## src/fssp_consts.vh

```
// Constants for the framer serial system port
`ifndef FSSP_CONSTS_VH
`define FSSP_CONSTS_VH
// =====================================================
// Reference clock select codes, transmit marker
`define FSSP_TREF_TX_CLOCK_IN   3'h0
`define FSSP_TREF_TX_LINE_CLOCK 3'h1
`define FSSP_TREF_TX_CLOCK_OUT  3'h2
`define FSSP_TREF_RX_CLOCK_OUT  3'h3
`define FSSP_TREF_RX_LINE_CLOCK 3'h4
// =====================================================
// Receive clock pin mode and receive reference select
`define FSSP_RCLK_PLAIN   2'h0
`define FSSP_RCLK_GAPPED  2'h1
`define FSSP_RCLK_LINE    2'h2
`define FSSP_RREF_CLOCK_OUT 1'h0
`define FSSP_RREF_LINE      1'h1
// =====================================================
// Marker lead in reference clocks
`define FSSP_LEAD_CLOCKS  4'h3
`define FSSP_LEAD_W       4
// =====================================================
// Default frame layout in bits (simplified DS3 subframe)
`define FSSP_FRAME_BITS   16'h02A8
`define FSSP_BLOCK_BITS   16'h0055
`define FSSP_CNT_W        16
`endif

```

## src/fssp_edge_sync.v

```verilog
// Three stage synchroniser with rise and fall detection for a sampled clock
module fssp_edge_sync (
   input  wire clk_sys,
   input  wire reset,
   input  wire din,
   output reg  level_reg,
   output reg  rise_reg,
   output reg  fall_reg
);
   reg s1_reg;
   reg s2_reg;
   reg s3_reg;
   // =====================================================
   // Stage one only feeds stage two; change taken when two and three agree
   always @(posedge clk_sys) begin
      if (reset) begin
         s1_reg    <= 1'b0;
         s2_reg    <= 1'b0;
         s3_reg    <= 1'b0;
         level_reg <= 1'b0;
         rise_reg  <= 1'b0;
         fall_reg  <= 1'b0;
      end else begin
         s1_reg   <= din;
         s2_reg   <= s1_reg;
         s3_reg   <= s2_reg;
         rise_reg <= 1'b0;
         fall_reg <= 1'b0;
         if (s2_reg == s3_reg && s3_reg != level_reg) begin
            level_reg <= s3_reg;
            rise_reg  <= s3_reg;
            fall_reg  <= ~s3_reg;
         end
      end
   end
endmodule // fssp_edge_sync

```

## src/fssp_port.v

```verilog
// Framer serial system port: transmit markers, receive data, clock and markers
// Overview of operation
// Frame-start output pulses three reference clocks before first overhead bit.
// Payload window rises three reference clocks before payload bits begin.
// Payload window falls three reference clocks before payload bits end.
// Shared transmit pin carries frame-start or window, only in framed modes.
// Outputs update on rising reference edge, falling edge when clock inverted.
// Transmit marker reference selectable among five clocks, default transmit clock.
// Framed modes put receive line data on receive serial output.
// Receive serial timed by clock out, gapped clock, or line clock; code selects only rx_framer_clock or rx_line_clock edges, no gapped clock.
// Plain mode drives internal receive framer clock on receive clock pin.
// Receive clock output usable as reference for transmit and receive signals.
// Gapped mode gates receive framer clock with receive payload window.
// Receive frame-start high exactly during first overhead bit of frame.
// Receive marker timed by receive clock out or receive line clock.
// Receive window function marks payload bits on shared receive marker pin.
// Receive window high on payload bits, low on overhead bits.
// Each output has its own polarity inversion option.
// External logic aligns transmit data to markers; three clocks after pulse.
`include "fssp_consts.vh"
module fssp_port #(
   parameter [`FSSP_CNT_W-1:0] FRAME_BITS = `FSSP_FRAME_BITS,
   parameter [`FSSP_CNT_W-1:0] BLOCK_BITS = `FSSP_BLOCK_BITS
) (
   input  wire       clk_sys,
   input  wire       reset,
   input  wire       framed_mode,
   input  wire       tx_marker_is_window,
   input  wire [2:0] tx_ref_select,
   input  wire       tx_ref_invert,
   input  wire       tx_marker_invert,
   input  wire [1:0] rx_clock_mode,
   input  wire       rx_ser_ref_line,
   input  wire       rx_marker_ref_line,
   input  wire       rx_ref_invert,
   input  wire       rx_marker_is_window,
   input  wire       rx_serial_invert,
   input  wire       rx_clock_invert,
   input  wire       rx_gapped_invert,
   input  wire       rx_marker_invert,
   input  wire       tx_clock_in,
   input  wire       tx_line_clock,
   input  wire       tx_clock_out,
   input  wire       rx_line_clock,
   input  wire       rx_framer_clock,
   input  wire       rx_line_data,
   output reg        tx_marker_out,
   output reg        rx_serial_out,
   output reg        rx_clock_out,
   output reg        rx_marker_out
);
   // =====================================================
   // Sampled clocks and data
   wire txc_l, txc_r, txc_f, tlc_l, tlc_r, tlc_f, tco_l, tco_r, tco_f;
   wire rlc_l, rlc_r, rlc_f, rfc_l, rfc_r, rfc_f, rld_l;
   fssp_edge_sync u_txc (.clk_sys(clk_sys), .reset(reset), .din(tx_clock_in),
      .level_reg(txc_l), .rise_reg(txc_r), .fall_reg(txc_f));
   fssp_edge_sync u_tlc (.clk_sys(clk_sys), .reset(reset), .din(tx_line_clock),
      .level_reg(tlc_l), .rise_reg(tlc_r), .fall_reg(tlc_f));
   fssp_edge_sync u_tco (.clk_sys(clk_sys), .reset(reset), .din(tx_clock_out),
      .level_reg(tco_l), .rise_reg(tco_r), .fall_reg(tco_f));
   fssp_edge_sync u_rlc (.clk_sys(clk_sys), .reset(reset), .din(rx_line_clock),
      .level_reg(rlc_l), .rise_reg(rlc_r), .fall_reg(rlc_f));
   fssp_edge_sync u_rfc (.clk_sys(clk_sys), .reset(reset), .din(rx_framer_clock),
      .level_reg(rfc_l), .rise_reg(rfc_r), .fall_reg(rfc_f));
   fssp_edge_sync u_rld (.clk_sys(clk_sys), .reset(reset), .din(rx_line_data),
      .level_reg(rld_l), .rise_reg(), .fall_reg());

   // =====================================================
   // Reference edge selection
   reg tx_edge;
   always @* begin
      case (tx_ref_select) // see R6 //
         `FSSP_TREF_TX_LINE_CLOCK: tx_edge = tx_ref_invert ? tlc_f : tlc_r;
         `FSSP_TREF_TX_CLOCK_OUT:  tx_edge = tx_ref_invert ? tco_f : tco_r;
         `FSSP_TREF_RX_CLOCK_OUT:  tx_edge = tx_ref_invert ? rfc_f : rfc_r;
         `FSSP_TREF_RX_LINE_CLOCK: tx_edge = tx_ref_invert ? rlc_f : rlc_r;
         default:                  tx_edge = tx_ref_invert ? txc_f : txc_r;
      endcase
   end
   // Receive framer runs on its own clock; line clock or clock out as reference
   wire rf_edge  = rx_ref_invert ? rfc_f : rfc_r;
   wire rl_edge  = rx_ref_invert ? rlc_f : rlc_r;
   wire ser_edge = rx_ser_ref_line ? rl_edge : rf_edge;
   wire mk_edge  = rx_marker_ref_line ? rl_edge : rf_edge;

   // =====================================================
   // Transmit frame position counter on the transmit reference; markers decoded three clocks ahead
   reg [`FSSP_CNT_W-1:0] tx_pos_reg;
   reg [`FSSP_CNT_W-1:0] tx_blk_reg;
   wire tx_oh = (tx_blk_reg == {`FSSP_CNT_W{1'b0}});
   // Counter positions match the bit at the serial input; marks are decoded LEAD ahead
   always @(posedge clk_sys) begin
      if (reset) begin
         tx_pos_reg <= {`FSSP_CNT_W{1'b0}};
         tx_blk_reg <= {`FSSP_CNT_W{1'b0}};
      end else if (tx_edge) begin
         if (tx_pos_reg == FRAME_BITS - 1'b1) begin
            tx_pos_reg <= {`FSSP_CNT_W{1'b0}};
            tx_blk_reg <= {`FSSP_CNT_W{1'b0}};
         end else begin
            tx_pos_reg <= tx_pos_reg + 1'b1;
            tx_blk_reg <= (tx_blk_reg == BLOCK_BITS - 1'b1) ? {`FSSP_CNT_W{1'b0}}
                                                          : tx_blk_reg + 1'b1;
         end
      end
   end
   // Position LEAD before the next frame start in counted bits
   wire [`FSSP_CNT_W-1:0] sof_pos = FRAME_BITS - {{(`FSSP_CNT_W-`FSSP_LEAD_W){1'b0}},
                                                  `FSSP_LEAD_CLOCKS};
   // Window mark for the bit three clocks later in the frame
   reg [`FSSP_CNT_W-1:0] ahead_blk;
   always @* begin
      if (tx_blk_reg + `FSSP_LEAD_CLOCKS >= BLOCK_BITS)
         ahead_blk = tx_blk_reg + `FSSP_LEAD_CLOCKS - BLOCK_BITS;
      else
         ahead_blk = tx_blk_reg + `FSSP_LEAD_CLOCKS;
   end
   wire ahead_wrap = (tx_pos_reg >= sof_pos);
   wire ahead_pay  = ahead_wrap ? (tx_pos_reg != sof_pos)
                                : (ahead_blk != {`FSSP_CNT_W{1'b0}});
   wire tx_mark = tx_marker_is_window ? ahead_pay // see R2 //
                                      : (tx_pos_reg == sof_pos); // see R1 //
   always @(posedge clk_sys) begin
      if (reset) begin
         tx_marker_out <= 1'b0;
      end else if (tx_edge) begin
         tx_marker_out <= (framed_mode & tx_mark) ^ tx_marker_invert; // see R4 //
      end
   end

   // =====================================================
   // Receive frame position counter on the receive framer clock
   reg [`FSSP_CNT_W-1:0] rx_pos_reg;
   reg [`FSSP_CNT_W-1:0] rx_blk_reg;
   wire rx_first = (rx_pos_reg == {`FSSP_CNT_W{1'b0}});
   wire rx_pay   = (rx_blk_reg != {`FSSP_CNT_W{1'b0}});
   reg  rx_pay_reg;
   always @(posedge clk_sys) begin
      if (reset) begin
         rx_pos_reg <= {`FSSP_CNT_W{1'b0}};
         rx_blk_reg <= {`FSSP_CNT_W{1'b0}};
         rx_pay_reg <= 1'b0;
      end else if (rf_edge) begin
         rx_pay_reg <= rx_pay;
         if (rx_pos_reg == FRAME_BITS - 1'b1) begin
            rx_pos_reg <= {`FSSP_CNT_W{1'b0}};
            rx_blk_reg <= {`FSSP_CNT_W{1'b0}};
         end else begin
            rx_pos_reg <= rx_pos_reg + 1'b1;
            rx_blk_reg <= (rx_blk_reg == BLOCK_BITS - 1'b1) ? {`FSSP_CNT_W{1'b0}}
                                                          : rx_blk_reg + 1'b1;
         end
      end
   end

   // =====================================================
   // Receive outputs
   always @(posedge clk_sys) begin
      if (reset) begin
         rx_serial_out <= 1'b0;
         rx_marker_out <= 1'b0;
      end else begin
         if (ser_edge)
            rx_serial_out <= (framed_mode & rld_l) ^ rx_serial_invert; // see R7 //
         if (mk_edge)
            rx_marker_out <= (framed_mode & (rx_marker_is_window ? rx_pay : rx_first))
                             ^ rx_marker_invert; // see R12 // see R14 // see R15 //
      end
   end
   // Clock pin is a resampled copy, so its edges lag the framer or line clock it copies
   always @(posedge clk_sys) begin
      if (reset) begin
         rx_clock_out <= 1'b0;
      end else begin
         case (rx_clock_mode)
            `FSSP_RCLK_GAPPED: rx_clock_out <= (framed_mode & rfc_l & rx_pay_reg)
                                               ^ rx_gapped_invert; // see R11 //
            `FSSP_RCLK_LINE:   rx_clock_out <= rlc_l ^ rx_clock_invert;
            default:           rx_clock_out <= (framed_mode & rfc_l)
                                               ^ rx_clock_invert; // see R9 //
         endcase
      end
   end
endmodule // fssp_port

```

## config.mk

```make
export PLATFORM = sky130hd
export DESIGN_NAME = fssp_port
export DESIGN_NICKNAME = d
export VERILOG_FILES = /design/src/fssp_edge_sync.v /design/src/fssp_port.v
export VERILOG_INCLUDE_DIRS = /design/src
export SDC_FILE = /design/constraint.sdc
export NUM_CORES = 1
export LEC_CHECK = 0
export ABC_AREA = 1
export CAP_MARGIN = 20
export CORE_ASPECT_RATIO = 1.2
export CORE_MARGIN = 3
export CORE_UTILIZATION = 40
export DETAILED_ROUTE_END_ITERATION = 6
export DONT_BUFFER_PORTS = 1
export PLACE_DENSITY = 0.59
export SETUP_SLACK_MARGIN = 0.1
export SLEW_MARGIN = 15
export SYNTH_ARGS = -nofsm -noshare
export SYNTH_HDL_FRONTEND = slang
export SYNTH_SLANG_ARGS = --single-unit
```

## constraint.sdc

```tcl
create_clock -name clk_sys -period 2.8 [get_ports clk_sys]
set_input_delay 0.14 -clock clk_sys [delete_from_list [all_inputs] [get_ports clk_sys]]
set_output_delay 0.14 -clock clk_sys [all_outputs]
set_load 0.005 [all_outputs]
```

# Yosys cells after proc, flatten, opt, wreduce, memory -nomap -nowiden
# Index checks and enable logic that the tools add are counted.
# op_classes
reduce_logical,14
add_sub_neg,6
bitwise,21
magnitude_cmp,2
mux,21
eq_ne,24
# ops
operator,count
2-to-1 mux 16 bit,7
adder 16 x 1 -> 16 bit (second input constant),4
equality test 16 x 10 -> 1 bit (second input constant),3
equality test 16 x 7 -> 1 bit (second input constant),2
nonzero test 16 bit,2
adder 16 x 2 -> 16 bit (second input constant),1
greater-or-equal comparator 16 x 10 -> 1 bit (second input constant),1
greater-or-equal comparator 16 x 7 -> 1 bit (second input constant),1
logical NOT 16 bit,1
inequality test 16 x 10 -> 1 bit (second input constant),1
subtractor 16 x 7 -> 16 bit (second input constant),1
2-to-1 mux 1 bit,12
inverter 1 bit,10
OR reduction 2 bit,5
equality test 1 bit,6
equality test 3 x 2 -> 1 bit (second input constant),2
logical AND 1 bit,6
inequality test 1 bit,6
bitwise XOR 1 bit,6
bitwise AND 1 bit,5
one-hot mux 1 bit (4 select lines),1
equality test 3 x 1 -> 1 bit (second input constant),1
equality test 3 bit (second input constant),1
equality test 2 x 1 -> 1 bit (second input constant),1
other kinds (2),2
# word_totals
wordCells,131
ff_bits,103

# Logic depth before layout (Yosys ltp)
# logic_depth
ltp_word,8
ltp_mapped,25
mapped_depth_nobuf,25

# Hierarchy
# From an unflattened synthesis, not the netlist that was laid out.
# hier_totals
hier_cells,878
hier_area_um2,5910.7
# by_module_without_submodules
mod,area_per_inst_um2,cells_per_inst,instances
fssp_port,4792.1,740,1
fssp_edge_sync,186.4,23,6

# Worst setup path after synthesis
# No wires, ideal clock.
# synth_timing
path_kind,register to register
startpoint,reg tx_blk_reg[0]
endpoint,reg tx_marker_out
synth_period_minus_slack_ns,2.471
slack_ns,0.329
t_arrival_ns,2.362
setup_time_ns,0.109
path_stages_with_launch,23
n_path_buf,0
cell_sequence,dfxtp_1 -> inv_1 -> ha_1 -> inv_1 -> nand3_1 -> nand2_1 -> nand2_1 -> nor2_1 -> nand2_1 -> nor2_4 -> nor2_8 -> nand3_4 -> clkinv_1 -> nand2_1 -> nand3_1 -> nor2_1 -> nand3_1 -> nand2_1 -> nand2_1 -> nand3_1 -> nand3_1 -> nand2_1 -> inv_1
# synth_via
elab_chain_len,8
# synth_lines
element,line_no,rtl
"start, declared",fssp_port.v:90,reg [`FSSP_CNT_W-1:0] tx_blk_reg;
"start signal, assigned",fssp_port.v:96,tx_blk_reg <= {`FSSP_CNT_W{1'b0}};
"start signal, assigned",fssp_port.v:100,tx_blk_reg <= {`FSSP_CNT_W{1'b0}};
"start signal, assigned",fssp_port.v:103,tx_blk_reg <= (tx_blk_reg == BLOCK_BITS - 1'b1) ? {`FSSP_CNT_W{1'b0}}
adder 16 x 2 -> 16 bit (no source line) (*),-,
subtractor 16 x 7 -> 16 bit or greater-or-equal comparator 16 x 7 -> 1 bit (tied branches),"fssp_port.v:115, fssp_port.v:114",
2-to-1 mux 16 bit (*),fssp_port.v:114,if (tx_blk_reg + `FSSP_LEAD_CLOCKS >= BLOCK_BITS)
nonzero test 16 bit (*),fssp_port.v:121,: (ahead_blk != {`FSSP_CNT_W{1'b0}});
2-to-1 mux 1 bit (*),fssp_port.v:120,wire ahead_pay = ahead_wrap ? (tx_pos_reg != sof_pos)
2-to-1 mux 1 bit (*),fssp_port.v:122,wire tx_mark = tx_marker_is_window ? ahead_pay
bitwise AND 1 bit (*),fssp_port.v:128,tx_marker_out <= (framed_mode & tx_mark) ^ tx_marker_invert;
bitwise XOR 1 bit (*),fssp_port.v:128,
"end signal, assigned",fssp_port.v:128,
"end, declared",fssp_port.v:47,"output reg tx_marker_out,"
# Mark *: on every way between the ends. The rest lies on a longest branch, timed or not.
# A chain may end at the register's enable or synchronous reset.

# Worst setup path after layout
# layout_timing
startpoint,reg tx_blk_reg[1]
endpoint,reg tx_marker_out
# The elaborated chain is that of the path after synthesis.

==> results.yml <==
worst_setup_path:
  crit_fanout: 7
  crit_chain: "inv_2 -> ha_4 -> nor2_4 -> buf_6 -> nand3_1 -> nand2_2 -> nand2_1 -> nor3_2 -> nor2_4 -> nand3_4 -> nand2_1 -> a21oi_2 -> nand2_1 -> nor2_2 -> nand3_2 -> nand2_1 -> nand2_1 -> nand3_1 -> nand3_2 -> nand2_1 -> inv_1"
  critical_path_arrival_ns: 2.73
  crit_path_max_incr_delay_ns: 0.33
  end_kind: "register"
  crit_type: "reg2reg"
  startpoint_type: "register"
  crit_required_ns: 3.05
  slowest_stage: "dfxtp_2"
  crit_top_cell: "nand2_1"
power:
  peakVddDrop_mv: 0.318
  power_uw: 2990
  p_leak_uw: 0.00262
  p_per_area_mw_per_mm2: 451
status:
  run_status: "completed"
synth:
  synth_seq_cells: 103
  synth.avg_cell_area_um2: 6.78
  ys_warn_count: 0
  netlist_area_mm2: 0.00562
  ys_dominant_reg_cell: "dfxtp_1"
  synthesis.nets: 866
  synthArstFlopShare_pct: 0
  yosysTopAreaCellShare_pct: 36.7
  synth_edf_count: 0
  ys_seq_area_share_pct: 36.7
  yosys.area.top_type: "dfxtp_1"
  synthCells: 828
  synth_area_leaders: "dfxtp_1 37%, nand2_1 11%, inv_1 8.1%"
  ys_types: 43
sta:
  fin_crit_sh_pct: 88.6
  tightest_slew_ns: 0.683
  finalClockSkew_ns: 0.00643
  rsz0062_at_grt: "yes"
  setup_violations: 0
  fmax_ghz: 0.403
  final_max_slew_viol_count: 0
  setup-tns-final_ns: 0
  period_needed_ns: 2.48
  fin_ws_ns: 0.318
  maxSlewHeadroom_pct: 54.1
  hold_violations: 0
placed_design:
  dp_hpwl_mm: 10.2
  placed_area_mm2: 0.00588
  gp_congestion: 0.884
  place.port_buffers: 0
  dp_slack_ns: 0.137
clock_network:
  cts.sinks: 103
  cts_max_level: 3
  clock_latency_ns: 0.34
  numCtsBuffers: 9
  root_buffer: "clkbuf_16"
  clkTransAtPathRegs_ns: 0.07
  clk_path_buf_depth: 2
  cts_tree: "yes"
route:
  initialDrtViolationCount: 237
  vias_per_cell: 5.16
  drc: 0
  ant_nets: 0
  drtPass1Iterations: 4
  vias: 5355
  wire_per_inst_um: 13.2
  wirelength_mm: 13.7
grt:
  grt_pass1_vias: 4985
  grt_pass1_wl_mm: 22.6
  grt_usage_pct: 17.9
  antenna_found_initial: 0
  grt_max_degree: 34
  overflow: 0
job:
  max_cap_viol_count: 0
cells_and_area:
  final.fill_count: 1368
  drive_gt1_share_pct: 16.2
  ff_latch_area_mm2: 0.00208
  n_antenna_cell: 0
  multi_input_area_mm2: 0.00323
  syn_to_final_growth_pct: 17.8
  design_area_mm2: 0.00662
  final_net_count: 902
die:
  die-area_mm2: 0.0155
  die_x_um: 114
  core-area_mm2: 0.0135
  start_util_pct: 41.7
  die_y_um: 136
  fp-row-count: 46
  io_pins: 29
worst_hold_path:
  hp-class: "in2reg"
-- placed cells by master (no fill, tap or decap), types with 4 or more instances in the layout --
cell type	instances
nand2_1	140
inv_1	118
nor2_1	105
dfxtp_1	91
a21oi_1	53
nor3_1	44
nand3_1	44
o21ai_0	28
nand2_2	27
buf_4	24
nor4_1	17
nand4_1	15
ha_1	10
dfxtp_2	10
nand2_4	9
clkbuf_16	9
nand3_2	8
nor2_2	8
nor2_4	8
inv_2	7
o21bai_1	7
a211oi_1	7
dlygate4sd3_1	7
o21a_1	4
or2_2	4
o21ai_1	4
and3_1	4
xor2_1	4
nor3b_1	4
-- report_power, final --
group | internal (µW) | switching [µW] | leakage [µW] | total [µW]
registers | 1480 | 14.3 | 0.000841 | 1500
logic | 73.8 | 114 | 0.00162 | 188
clock network | 715 | 587 | 0.000152 | 1300
-- metal layers --
metal	GRT usage (%)	vias to the layer above	share of wire (%)
li1	-	2794	-
met1	20.8	2476	44
met2	32.0	65	52
met3	3.44	20	2.5
met4	6.93	0	1.7
met5	0	-	0
-- worst paths after layout --
check	from	to	slack (ns)	depth (start not counted)
worst min register to register	u_tlc.s1_reg	u_tlc.s2_reg	0.40	2
worst min-delay path	rx_ser_ref_line	rx_serial_out	0.03	3
worst max-delay path	tx_blk_reg[1]	tx_marker_out	0.32	21
worst max register to register	tx_blk_reg[1]	tx_marker_out	0.32	21
-- cells in the mapped netlist (3+ instances only) --
library cell and number:
clkbuf_1 7, o211ai_1 3, clkinv_1 3, nor2_4 7, xor2_1 4, a21oi_1 55
nor2_2 3, a311oi_1 3, xnor2_1 4, nor2_8 3, o21bai_1 7, nand2_2 14
or2_2 4, inv_1 121, ha_1 13, dfxtp_1 103, o21ai_0 30, and3_1 4
a211oi_1 7, nor2_1 111, nand2_4 3, nand4_1 15, inv_2 5, nor4_1 17
a31oi_1 3, o21ai_1 4, nor3_1 44, nand3_1 50, nor3b_1 4, nand2_1 158
o21a_1 4
-- stage by stage --
stage | cells | hold slack, ns | utilization [%]
6_report | 1037 | 0.0327 | 49.1
3_5_place_dp | 998 | 0.221 | 43.6
2_1_floorplan | 828 | 0.247 | -
4_1_cts | 1022 | 0.0237 | 46.6
5_1_grt | 1037 | 0.0540 | 49.1
3_3_place_gp | 998 | 0.217 | 43.6
-- cells by family after synthesis --
logic type      synth area share, %
compound gates                 12.3
xor+xnor                       1.25
fa+ha+maj                      2.90
buf+inv                        9.45
flops                          36.7
simple gates                   37.4
-- critical path, delay by kind of cell, from the launching register on --
kind | cells | cell delay [ns]
and+or+nand+nor | 16 | 1.53
AOI/OAI and AO/OA | 1 | 0.11
buffers and inverters | 3 | 0.23
adders and majority gates | 1 | 0.18
DFF | 1 | 0.33
-- repair_timing --
| item | in CTS | in global routing |
|---|---|---|
| endpoints found under the hold margin | 34 | 0 |
| buffers inserted | 0 | 13 |
| gates resized for setup | 0 | 71 |
| hold buffers | 8 | 0 |
| setup endpoints to repair | 0 | 2 |
-- cell type report --
type	count	area share, %
clock buffers	9	3.40
clock inverters	7	1.34
inverters	129	7.35
multi-input cells	587	48.8
flip-flops and latches	103	31.5
well taps	168	3.18
repair buffers	34	4.42
No activity file was read; power rests on OpenSTA's default activity.
